### src/shared/ovpseq_pkg.sv
/*
 * package for the overvoltage protect sequencer: register map, field
 * positions, reset values, timing figures and state encoding.
 * assumes a 50 MHz system clock and a 32-bit classic wishbone bus.
 */
`default_nettype none

package ovpseq_pkg;

  // ****************************************************************
  // clock and timing
  // ****************************************************************
  localparam int unsigned CLK_HZ          = 50_000_000;
  localparam int unsigned STARTUP_MS      = 50;   // typical startup delay
  localparam int unsigned BLANK_MS        = 50;   // indicator_blanking_time
  localparam int unsigned STARTUP_CYC     = (STARTUP_MS * (CLK_HZ / 1000));
  localparam int unsigned BLANK_CYC       = (BLANK_MS * (CLK_HZ / 1000));
  localparam int unsigned OVP_NS          = 100;  // gate pull-down on over supply
  localparam int unsigned DIS_NS          = 580;  // disable_response_time
  localparam int unsigned CLK_NS          = 1_000_000_000 / CLK_HZ;
  localparam int unsigned OVP_CYC_RAW     = OVP_NS / CLK_NS;
  localparam int unsigned DIS_CYC_RAW     = DIS_NS / CLK_NS;
  localparam int unsigned OVP_CYC         = (OVP_CYC_RAW < 1) ? 1 : OVP_CYC_RAW;
  localparam int unsigned DIS_CYC         = (DIS_CYC_RAW < 1) ? 1 : DIS_CYC_RAW;
  localparam int unsigned CNT_W           = 24;

  // ****************************************************************
  // register map, byte addresses
  // ****************************************************************
  localparam logic [7:0] CTRL_OFS         = 8'h00;
  localparam logic [7:0] STAT_OFS         = 8'h04;

  // ctrl fields
  localparam int unsigned CTRL_SW_OFF_BIT = 0;    // software forces gate off
  localparam logic [31:0] CTRL_RST        = 32'h0000_0000;

  // status fields
  localparam int unsigned STAT_STATE_LSB  = 0;    // four state bits
  localparam int unsigned STAT_GATE_BIT   = 4;
  localparam int unsigned STAT_FLAGN_BIT  = 5;
  localparam int unsigned STAT_UNDER_BIT  = 6;
  localparam int unsigned STAT_OVER_BIT   = 7;
  localparam int unsigned STAT_RUNN_BIT   = 8;

  // ****************************************************************
  // state encoding
  // ****************************************************************
  typedef enum logic [3:0] {
    OVPSEQ_OFF     = 4'h1,
    OVPSEQ_STARTUP = 4'h2,
    OVPSEQ_BLANK   = 4'h4,
    OVPSEQ_ON      = 4'h8
  } ovpseq_state_t;

endpackage : ovpseq_pkg

`default_nettype wire

### src/rtl/ovpseq_top.sv
/*
 * overvoltage protect sequencer: drives the charge-pump gate request and
 * the active-low fault indicator from the supply window comparators and
 * the active-low run allow pin; a wishbone slave exposes control/status.
 * assumes comparator and pin inputs already synchronous to clk_i.
 */
`default_nettype none

// Function
// RULE1 - valid supply and run allowed: wait startup delay before gate on
// RULE2 - after startup delay turn on charge pump and gate drive
// RULE3 - hold fault indicator low for blanking period after gate turns on
// RULE4 - after blanking, enter on state: gate on, indicator released
// RULE5 - supply valid and enabled: keep gate drive high
// RULE6 - normal operation keeps fault indicator released
// RULE7 - under supply in any state: indicator low, gate off immediately
// RULE8 - over supply: indicator low at once, gate forced off
// RULE9 - power-up with supply outside window: gate off, indicator low
// RULE10 - over supply during power-up: gate pull-down within 100 ns
// RULE11 - run allow low permits operation; high forces gate off
// RULE12 - run allow high turns gate off within 580 ns
// RULE13 - run allow low never overrides an under or over supply fault
// RULE14 - build option picks open-drain or push-pull fault indicator
// RULE15 - fault or disable during startup or blanking restarts whole sequence
module ovpseq_top
  import ovpseq_pkg::*;
#(
  parameter int unsigned STARTUP_CYCLES = ovpseq_pkg::STARTUP_CYC,
  parameter int unsigned BLANK_CYCLES   = ovpseq_pkg::BLANK_CYC,
  parameter bit          OPEN_DRAIN     = 1'b1
) (
  input  wire logic        clk_i,
  input  wire logic        rst_i,
  input  wire logic        under_supply_lockout_i,
  input  wire logic        over_supply_lockout_i,
  input  wire logic        run_allow_n_i,
  input  wire logic        wb_cyc_i,
  input  wire logic        wb_stb_i,
  input  wire logic        wb_we_i,
  input  wire logic [7:0]  wb_adr_i,
  input  wire logic [3:0]  wb_sel_i,
  input  wire logic [31:0] wb_dat_i,
  output logic      [31:0] wb_dat_o,
  output logic             wb_ack_o,
  output logic             fet_gate_drive_o,
  output logic             fault_indicator_n_o,
  output logic             fault_indicator_n_oe_o
);
  import ovpseq_pkg::*;

  // ****************************************************************
  // state record
  // ****************************************************************
  typedef struct packed {
    ovpseq_state_t     state;
    logic [CNT_W-1:0]  cnt;
    logic              sw_off;
    logic              gate;
    logic              flag_n;
    logic              flag_oe;
    logic              ack;
    logic [31:0]       rdat;
  } ovpseq_regs_t;

  ovpseq_regs_t regs_r;
  ovpseq_regs_t regs_nxt;

  // decode of a word address against the map
  function automatic logic ovpseq_hit(input logic [7:0] adr, input logic [7:0] ofs);
    ovpseq_hit = (adr[7:2] == ofs[7:2]);
  endfunction : ovpseq_hit

  logic fault;
  logic allowed;
  logic req;

  // window check and enable combine
  assign fault   = under_supply_lockout_i | over_supply_lockout_i;
  assign allowed = ~run_allow_n_i & ~regs_r.sw_off;            // see RULE11
  assign req     = wb_cyc_i & wb_stb_i & ~regs_r.ack;

  // ****************************************************************
  // next state
  // ****************************************************************
  always_comb begin
    regs_nxt     = regs_r;
    regs_nxt.ack = req;
    // register bus
    if (req && wb_we_i && ovpseq_hit(wb_adr_i, CTRL_OFS) && wb_sel_i[0]) begin
      regs_nxt.sw_off = wb_dat_i[CTRL_SW_OFF_BIT];
    end
    regs_nxt.rdat = 32'h0000_0000;
    if (req && !wb_we_i && ovpseq_hit(wb_adr_i, CTRL_OFS)) begin
      regs_nxt.rdat[CTRL_SW_OFF_BIT] = regs_r.sw_off;
    end else if (req && !wb_we_i && ovpseq_hit(wb_adr_i, STAT_OFS)) begin
      regs_nxt.rdat[STAT_STATE_LSB +: 4] = regs_r.state;
      regs_nxt.rdat[STAT_GATE_BIT]       = regs_r.gate;
      regs_nxt.rdat[STAT_FLAGN_BIT]      = regs_r.flag_n;
      regs_nxt.rdat[STAT_UNDER_BIT]      = under_supply_lockout_i;
      regs_nxt.rdat[STAT_OVER_BIT]       = over_supply_lockout_i;
      regs_nxt.rdat[STAT_RUNN_BIT]       = run_allow_n_i;
    end
    // sequencer
    case (regs_r.state)
      OVPSEQ_OFF: begin
        regs_nxt.cnt = '0;
        if (!fault && allowed) begin
          regs_nxt.state = OVPSEQ_STARTUP;                     // see RULE1
        end
      end
      OVPSEQ_STARTUP: begin
        regs_nxt.cnt = regs_r.cnt + 1'b1;
        if (regs_r.cnt >= CNT_W'(STARTUP_CYCLES - 2)) begin
          regs_nxt.state = OVPSEQ_BLANK;                       // see RULE2
          regs_nxt.cnt   = '0;
        end
      end
      OVPSEQ_BLANK: begin
        regs_nxt.cnt = regs_r.cnt + 1'b1;
        if (regs_r.cnt >= CNT_W'(BLANK_CYCLES - 1)) begin
          regs_nxt.state = OVPSEQ_ON;                          // see RULE4
          regs_nxt.cnt   = '0;
        end
      end
      OVPSEQ_ON: begin
        regs_nxt.cnt = '0;
      end
      default: begin
        regs_nxt.state = OVPSEQ_OFF;
        regs_nxt.cnt   = '0;
      end
    endcase
    // any fault or disable drops back to off
    if (fault || !allowed) begin                  // see RULE7, RULE8, RULE10, RULE12, RULE13
      regs_nxt.state = OVPSEQ_OFF;                             // see RULE15
      regs_nxt.cnt   = '0;
    end
    // outputs follow the next state, so faults act in one cycle
    regs_nxt.gate   = (regs_nxt.state == OVPSEQ_BLANK) ||
                      (regs_nxt.state == OVPSEQ_ON);           // see RULE5
    regs_nxt.flag_n = (regs_nxt.state == OVPSEQ_ON);           // see RULE3, RULE6
    // open drain drives only the low level
    regs_nxt.flag_oe = OPEN_DRAIN ? ~regs_nxt.flag_n : 1'b1;   // see RULE14
  end

  // ****************************************************************
  // state register
  // ****************************************************************
  always_ff @(posedge clk_i) begin
    if (rst_i) begin
      regs_r.state   <= OVPSEQ_OFF;                            // see RULE9
      regs_r.cnt     <= '0;
      regs_r.sw_off  <= CTRL_RST[CTRL_SW_OFF_BIT];
      regs_r.gate    <= 1'b0;
      regs_r.flag_n  <= 1'b0;
      regs_r.flag_oe <= 1'b1;
      regs_r.ack     <= 1'b0;
      regs_r.rdat    <= 32'h0000_0000;
    end else begin
      regs_r <= regs_nxt;
    end
  end

  // output mapping
  assign fet_gate_drive_o       = regs_r.gate;
  assign fault_indicator_n_o    = regs_r.flag_n;
  assign fault_indicator_n_oe_o = regs_r.flag_oe;
  assign wb_ack_o               = regs_r.ack;
  assign wb_dat_o               = regs_r.rdat;

  // ****************************************************************
  // checks
  // ****************************************************************
  localparam int DLY_MAX = 2;
endmodule : ovpseq_top

`default_nettype wire

### config.mk
export PLATFORM = sky130hd
export DESIGN_NAME = ovpseq_top
export DESIGN_NICKNAME = d
export VERILOG_FILES = /design/src/shared/ovpseq_pkg.sv /design/src/rtl/ovpseq_top.sv
export SDC_FILE = /design/constraint.sdc
export NUM_CORES = 1
export LEC_CHECK = 0
export ABC_AREA = 1
export BUFFER_PORTS_ARGS = -buffer_cell sky130_fd_sc_hd__buf_2
export CORE_MARGIN = 3
export CORE_UTILIZATION = 45
export CTS_CLUSTER_SIZE = 14
export DETAILED_ROUTE_END_ITERATION = 10
export PLACE_DENSITY = 0.72
export SLEW_MARGIN = 20
export SYNTH_ARGS = -nofsm -noshare
export SYNTH_HDL_FRONTEND = slang
export SYNTH_SLANG_ARGS = --single-unit
export TNS_END_PERCENT = 20
### constraint.sdc
create_clock -name clk_i -period 1.7 [get_ports clk_i]
set_input_delay 0.17 -clock clk_i [delete_from_list [all_inputs] [get_ports clk_i]]
set_output_delay 0.17 -clock clk_i [all_outputs]
set_load 0.02 [all_outputs]
==> out/metrics.cfg, run 1 <==
[drt]
dr.pass1.iters = 4
drc = 0
drt_iter0_drc = 51
via_per_inst = 4.54
ant_nets = 0
vias = 1690
wire_per_inst_um = 9.49
finalWirelength_mm = 3.53

[finish]
fillCellCount = 452
final_common_cell = nand2_1
syn2layout_area_growth_pct = 7.73
layout-drive-gt1-share_pct = 23.1
final_cell_mix = 48 x nand2_1, 47 x nor2_1, 39 x dfxtp_1, 35 x inv_1, 28 x buf_2
diodes = 0
final_nets = 373

[logic_synthesis]
synth_edf_count = 0
synth_cells = 292
yosys_register_bits = 42
syn_area_mm2 = 0.00218
yosysWarnings = 0
yosysSeqAreaShare_pct = 38.5
ys_types = 35
synth-simple-area-share_pct = 31.7
synth_xor_area_share_pct = 4.01
ys_async_sr_fraction_pct = 0
yosys.area_share.adder_pct = 1.15
synth.mux.area_fraction_pct = 0
syn_avg_cell_area_um2 = 7.48
synth_top_family_by_area = simple AND/OR/NAND/NOR gates
synth_compound_area_share_pct = 5.61
synthFlopType = dfxtp_1

[worst_setup_path]
cp.required_ns = 1.90
cp-end-kind = flop
criticalPathCategory = reg -> reg
arrival_ns = 1.69
worstSetupStartpointType = flop
worstPathMaxFanout = 20

[global_routing]
antenna_found_initial = 0
grt_pass1_vias = 1558
grt_usage_pct = 13.9
grt_pass1_wl_mm = 6.13
grt_max_degree = 21
gr-total-overflow = 0

[pwr]
power_switching_w = 0.000441
p_comb_share_pct = 5.1
p_seq_share_pct = 56.8
p_clk_share_pct = 38.2
p_int_w = 0.00130
p_sw_share_pct = 25.3
p_per_area_mw_per_mm2 = 741
peakVddDrop_uv = 412
p_leak_nw = 1.08

[timing]
setup_tns_ns = 0
min_period_over_period_pct = 87.9
finalHoldViolCount = 0
finalSetupViolCount = 0
skew_ns = 0.00652
rsz0062_at_grt = no
max_freq_mhz = 669
fin_crit_ns = 1.49
maxSlewViolCount = 0
setup_ws_ns = 0.205

[placed_design]
port_buffers = 28
place_worst_setup_slack_ns = 0.121
routabilityCongestion = 0.857
place_hpwl_mm = 2.75

[clock_network]
cts_buffer_depth = 2
tritoncts = built
root_buffer = clkbuf_8
numClockSinks = 42
clk_pin_slew_ns = 0.08
cts_inserted_buffers = 5
hold_buffers = 0
htreeDepth = 2
clock_latency_ns = 0.30

[floorplanning]
dieWidth_um = 75.7
io-pin-count = 88
initial_core_util_pct = 48.5
core_mm2 = 0.00450
die_area_mm2 = 0.00573
rows = 24
dieHeight_um = 75.7

[flow_run]
drv_cap = 0

[run_status]
status = completed

[hold_path]
min_path_type = in -> reg

[cell type report]
type / instances / area, µm² / area share [%]
Clock buffer: 5 / 68.8 / 2.92
Timing Repair Buffer: 31 / 175 / 7.44
Clock inverter: 3 / 23.8 / 1.01
Sequential cell: 42 / 845 / 35.9
Inverter: 39 / 146 / 6.22
Multi-Input combinational cell: 200 / 1030 / 43.8
Tap cell: 52 / 65.1 / 2.76
[cells by family after synthesis]
| family | Yosys count |
|---|---|
| buffers and inverters | 74 |
| AO/OA/AOI/OAI | 20 |
| flip-flops | 42 |
| other | 1 |
| AND/OR/NAND/NOR | 143 |
| XOR/XNOR | 10 |
| adder cells (fa/ha/maj) | 2 |
[cell usage after synthesis, drive strengths merged (2+ instances only)]
library cell  number  area, µm²
nor3               4       30.0
nor2              59        267
buf               34        263
o21ai              8       40.0
ha                 2       25.0
nand3             18        100
inv               38        143
xor2               6       52.6
a21oi              9       56.3
nand2             52        210
dfxtp             42        841
xnor2              4       35.0
nand4              6       58.8
[routing by layer]
metal / vias up / GRT usage [%] / wire length [µm]
li1: 905 / - / -
met1: 732 / 16.1 / 1620
met2: 46 / 24.2 / 1630
met3: 7 / 3.56 / 231
met4: 0 / 5.83 / 50
met5: - / 0 / 0
[path summary, 6_finish.rpt]
| path | slack [ns] | end | cells past startpoint | start |
|---|---|---|---|---|
| min reg2reg | 0.43 | wb_dat_o[4]$_SDFF_PP0_ | 2 | fet_gate_drive_o$_SDFF_PP0_ |
| min | 0.06 | regs_r[36]$_SDFFE_PP0P_ | 2 | rst_i |
| max | 0.21 | regs_r[46]$_SDFF_PP0_ | 9 | regs_r[37]$_SDFF_PP0_ |
| max reg2reg | 0.21 | regs_r[46]$_SDFF_PP0_ | 9 | regs_r[37]$_SDFF_PP0_ |
[critical path: stages (launching register included)]
cell	delay (ns)
dfxtp_2	0.37
ha_1	0.19
nand3_2	0.10
o21ai_1	0.14
nand3_1	0.11
nand4_1	0.11
nand2_1	0.07
nand2_2	0.07
buf_12	0.16
nor2_1	0.05
[stage by stage]
step	instances	instance area (µm²)	power, W	util [%]	hold slack, ns
finish	372	2350	0.00174	52.3	0.0587
global route	372	2350	0.00182	52.3	0.0421
CTS	372	2340	0.00177	52.0	0.0512
detailed placement	364	2250	0.00110	49.9	0.378
global placement	364	2250	0.00110	49.9	0.378
floorplan	316	2270	0.00112	-	0.239
[what timing repair did]
item | in CTS | in global routing
setup buffers | 0 | 0
resized for setup | 0 | 5
setup endpoints to repair | 0 | 22
[power by group through the flow]
stage	Combinational, W	Clock, W	Sequential (W)
global placement	0.0000861	0	0.00101
floorplan	0.000104	0	0.00101
finish	0.0000885	0.000665	0.000989
detailed placement	0.0000869	0	0.00101
global route	0.0000996	0.000725	0.000990
CTS	0.0000872	0.000689	0.000989
[state kept, by name, summed over array words and instances, names as in the netlist]
name,flops
regs_r,29
wb_dat_o,9
fault_indicator_n_o,1
fault_indicator_n_oe_o,1
fet_gate_drive_o,1
wb_ack_o,1
Power figures use the tool's default switching activity.
==> run 2: changes to the inputs <==
- CORE_MARGIN: 3 -> not set
==> run 2 against run 1 <==
  * Via count decreased by 1.2%
  * Critical path depth unchanged
  * Global-route usage increased by 0.40 points
  * Clock power increased by 16%
  * Utilization increased by 0.58 points
  * First-iteration DRC count increased by 9.8%
  * Final area increased by 1.1%
  * Hold slack improved by 0.0087 ns
  * Combinational power decreased by 0.9%
  * Critical path type unchanged
  * Sequential cell count unchanged
  * Critical endpoint is now regs_r[57]$_SDFF_PP0_
  * Clock skew decreased by 0.0036 ns
  * Final cell count increased by 0.54%
==> out/metrics.cfg, run 2 (same netlist as run 1, synthesis figures left out) <==
[worst_setup_path]
worstSetupStartpointType = flop
ff2ff_setup_slack_ns = 0.17  ; -0.04 ns
worstPathMaxFanout = 5  ; -75%
max_stage_delay_ns = 0.35  ; -0.02 ns
r2r-start = regs_r[37]$_SDFF_PP0_
cp_cell_sequence = ha_1 -> nand3_1 -> o21ai_1 -> nand3_1 -> nand4_1 -> buf_4 -> a21oi_1 -> nand2_1 -> nor2_1
arrival_ns = 1.77  ; +0.08 ns
cp_num_buf_inv = 1  ; unchanged
cp-end-kind = flop
cp.required_ns = 1.94  ; +0.04 ns
rr_worst_depth = 9  ; unchanged
critPathMostFrequentCell = nand3_1
critPathSlowestCell = dfxtp_2
r2r_end = regs_r[57]$_SDFF_PP0_
criticalPathCategory = reg -> reg
crit_family = simple AND/OR/NAND/NOR gates

[global_routing]
grt_pass1_wl_mm = 5.78  ; -5.7%
grt_usage_pct = 14.3  ; +0.40 points
grt_pass1_vias = 1407  ; -9.7%
antenna_found_initial = 0  ; unchanged
gr-total-overflow = 0  ; unchanged
grt_max_degree = 14  ; -33%

[pwr]
p_sw_share_pct = 21.9  ; -3.5 points
p_seq_share_pct = 53.5  ; -3.3 points
p_per_area_mw_per_mm2 = 778  ; +5.0%
peakVddDrop_uv = 580  ; +41%
p_leak_nw = 1.10  ; +2.0%
power_switching_w = 0.000405  ; -8.3%
finalPower_w = 0.00185  ; +6.2%
p_clk_share_pct = 41.8  ; +3.6 points
p_comb_share_pct = 4.7  ; -0.4 points
p_int_w = 0.00145  ; +11%

[placed_design]
routabilityCongestion = 0.877  ; +2.3%
place_inst = 366  ; +0.55%
port_buffers = 28  ; unchanged
place_hpwl_mm = 2.64  ; -4.0%

[clock_network]
htreeDepth = 2  ; unchanged
clock_latency_ns = 0.30  ; about the same
cts_buffer_depth = 2  ; unchanged
cts_inserted_buffers = 5  ; unchanged
hold_buffers = 0  ; unchanged
numClockSinks = 42  ; unchanged
clk_pin_slew_ns = 0.08  ; about the same
root_buffer = clkbuf_8
post_cts_buffers = 0  ; unchanged
tritoncts = built

[finish]
fillCellCount = 449  ; -0.66%
final_nets = 375  ; +0.54%
diodes = 0  ; unchanged
post-route-util_pct = 52.8  ; +0.58 points
multiInputGateArea_mm2 = 0.00102  ; -0.85%
syn2layout_area_growth_pct = 8.93
final-seq-area_um2 = 843  ; -0.15%
final_cell_mix = 48 x nand2_1, 47 x nor2_1, 40 x dfxtp_1, 35 x inv_1, 28 x buf_2
final_cells = 374  ; +0.54%
largest_reg_flops = 29  ; unchanged
layout-drive-gt1-share_pct = 22.4  ; -0.76 points
regMostFlops = regs_r
final_common_cell = nand2_1

[floorplanning]
rows = 24  ; unchanged
io-pin-count = 88  ; unchanged
dieWidth_um = 71.7  ; -5.3%
core_mm2 = 0.00450  ; unchanged
die_area_mm2 = 0.00514  ; -10%
dieHeight_um = 71.7  ; -5.3%
initial_core_util_pct = 48.5  ; unchanged

[drt]
vias = 1670  ; -1.2%
drt_iter0_drc = 56  ; +9.8%
wire_per_inst_um = 9.04  ; -4.7%
dr.pass1.iters = 4  ; unchanged
finalWirelength_mm = 3.38  ; -4.2%
ant_nets = 0  ; unchanged
via_per_inst = 4.47  ; -1.7%
drc = 0  ; unchanged

[hold_path]
whs_path_depth = 2  ; unchanged
worst_hold_path.endpoint = regs_r[36]$_SDFFE_PP0P_
hold_start = rst_i
min_path_type = in -> reg

[timing]
fin_crit_ns = 1.53  ; +0.0381 ns
rsz0062_at_grt = no
max_freq_mhz = 652  ; -2.5%
finalHoldViolCount = 0  ; unchanged
finalSetupViolCount = 0  ; unchanged
skew_ns = 0.00293  ; -0.00360 ns
min_period_over_period_pct = 90.2  ; +2.2 points
maxSlewViolCount = 0  ; unchanged
setup_tns_ns = 0  ; unchanged

[flow_run]
drv_cap = 0  ; unchanged

[run_status]
status = completed

run 2: final cells by class:
cell class                      instances  share of cell area (%)
Clock buffer                            6                    3.05
Inverter                               39                    6.15
Multi-Input combinational cell        200                    42.9
Clock inverter                          2                    1.58
Timing Repair Buffer                   33                    8.15
Sequential cell                        42                    35.4
Tap cell                               52                    2.73
run 2: layer usage:
layer | up-vias | global-route usage (%) | part of all wire (%)
met3 | 7 | 3.80 | 5.4
met5 | - | 0 | 0
met2 | 44 | 22.3 | 44
met1 | 716 | 18.2 | 49
met4 | 0 | 7.19 | 1.8
li1 | 903 | - | -
run 2: worst max path at each step:
| stage | startpoint | end | slack [ns] | cells past startpoint |
|---|---|---|---|---|
| detailed placement | regs_r[37]$_SDFF_PP0_ | regs_r[37]$_SDFF_PP0_ | 0.14 | 9 |
| CTS | regs_r[37]$_SDFF_PP0_ | regs_r[48]$_SDFF_PP0_ | 0.10 | 9 |
| global route | regs_r[37]$_SDFF_PP0_ | regs_r[56]$_SDFF_PP0_ | 0.02 | 9 |
| global placement | regs_r[37]$_SDFF_PP0_ | regs_r[48]$_SDFF_PP0_ | 0.10 | 9 |
| floorplan | regs_r[38]$_SDFF_PP0_ | regs_r[51]$_SDFF_PP0_ | 0.16 | 9 |
| finish | regs_r[37]$_SDFF_PP0_ | regs_r[57]$_SDFF_PP0_ | 0.17 | 9 |
run 2: power by group through the flow:
stage               Combinational [W]  Sequential (W)  Clock [W]
finish                      0.0000877        0.000989   0.000774
detailed placement          0.0000867         0.00101          0
CTS                         0.0000870        0.000989   0.000801
global placement            0.0000861         0.00101          0
global route                0.0000964        0.000990   0.000842
floorplan                    0.000104         0.00101          0
run 2: stage by stage:
stage               area, µm²  worst slack (ns)  hold WS [ns]
floorplan                2270             0.163         0.239
global placement         2260             0.104         0.375
detailed placement       2260             0.138         0.379
CTS                      2370             0.101        0.0580
global route             2380            0.0242        0.0614
finish                   2380             0.167        0.0675
run 2: what timing repair did:
action / 4_1_cts / 5_1_grt
gates resized for setup: 0 / 3
endpoints found under the hold margin: 0 / 0
endpoints found under the setup margin: 0 / 13
run 2: worst reg2reg max path, stage by stage (launching register included):
cell and delay (ns):
dfxtp_2 0.35, ha_1 0.21, nand3_1 0.13, o21ai_1 0.08, nand3_1 0.10, nand4_1 0.10, buf_4 0.16, a21oi_1 0.21
nand2_1 0.07, nor2_1 0.08
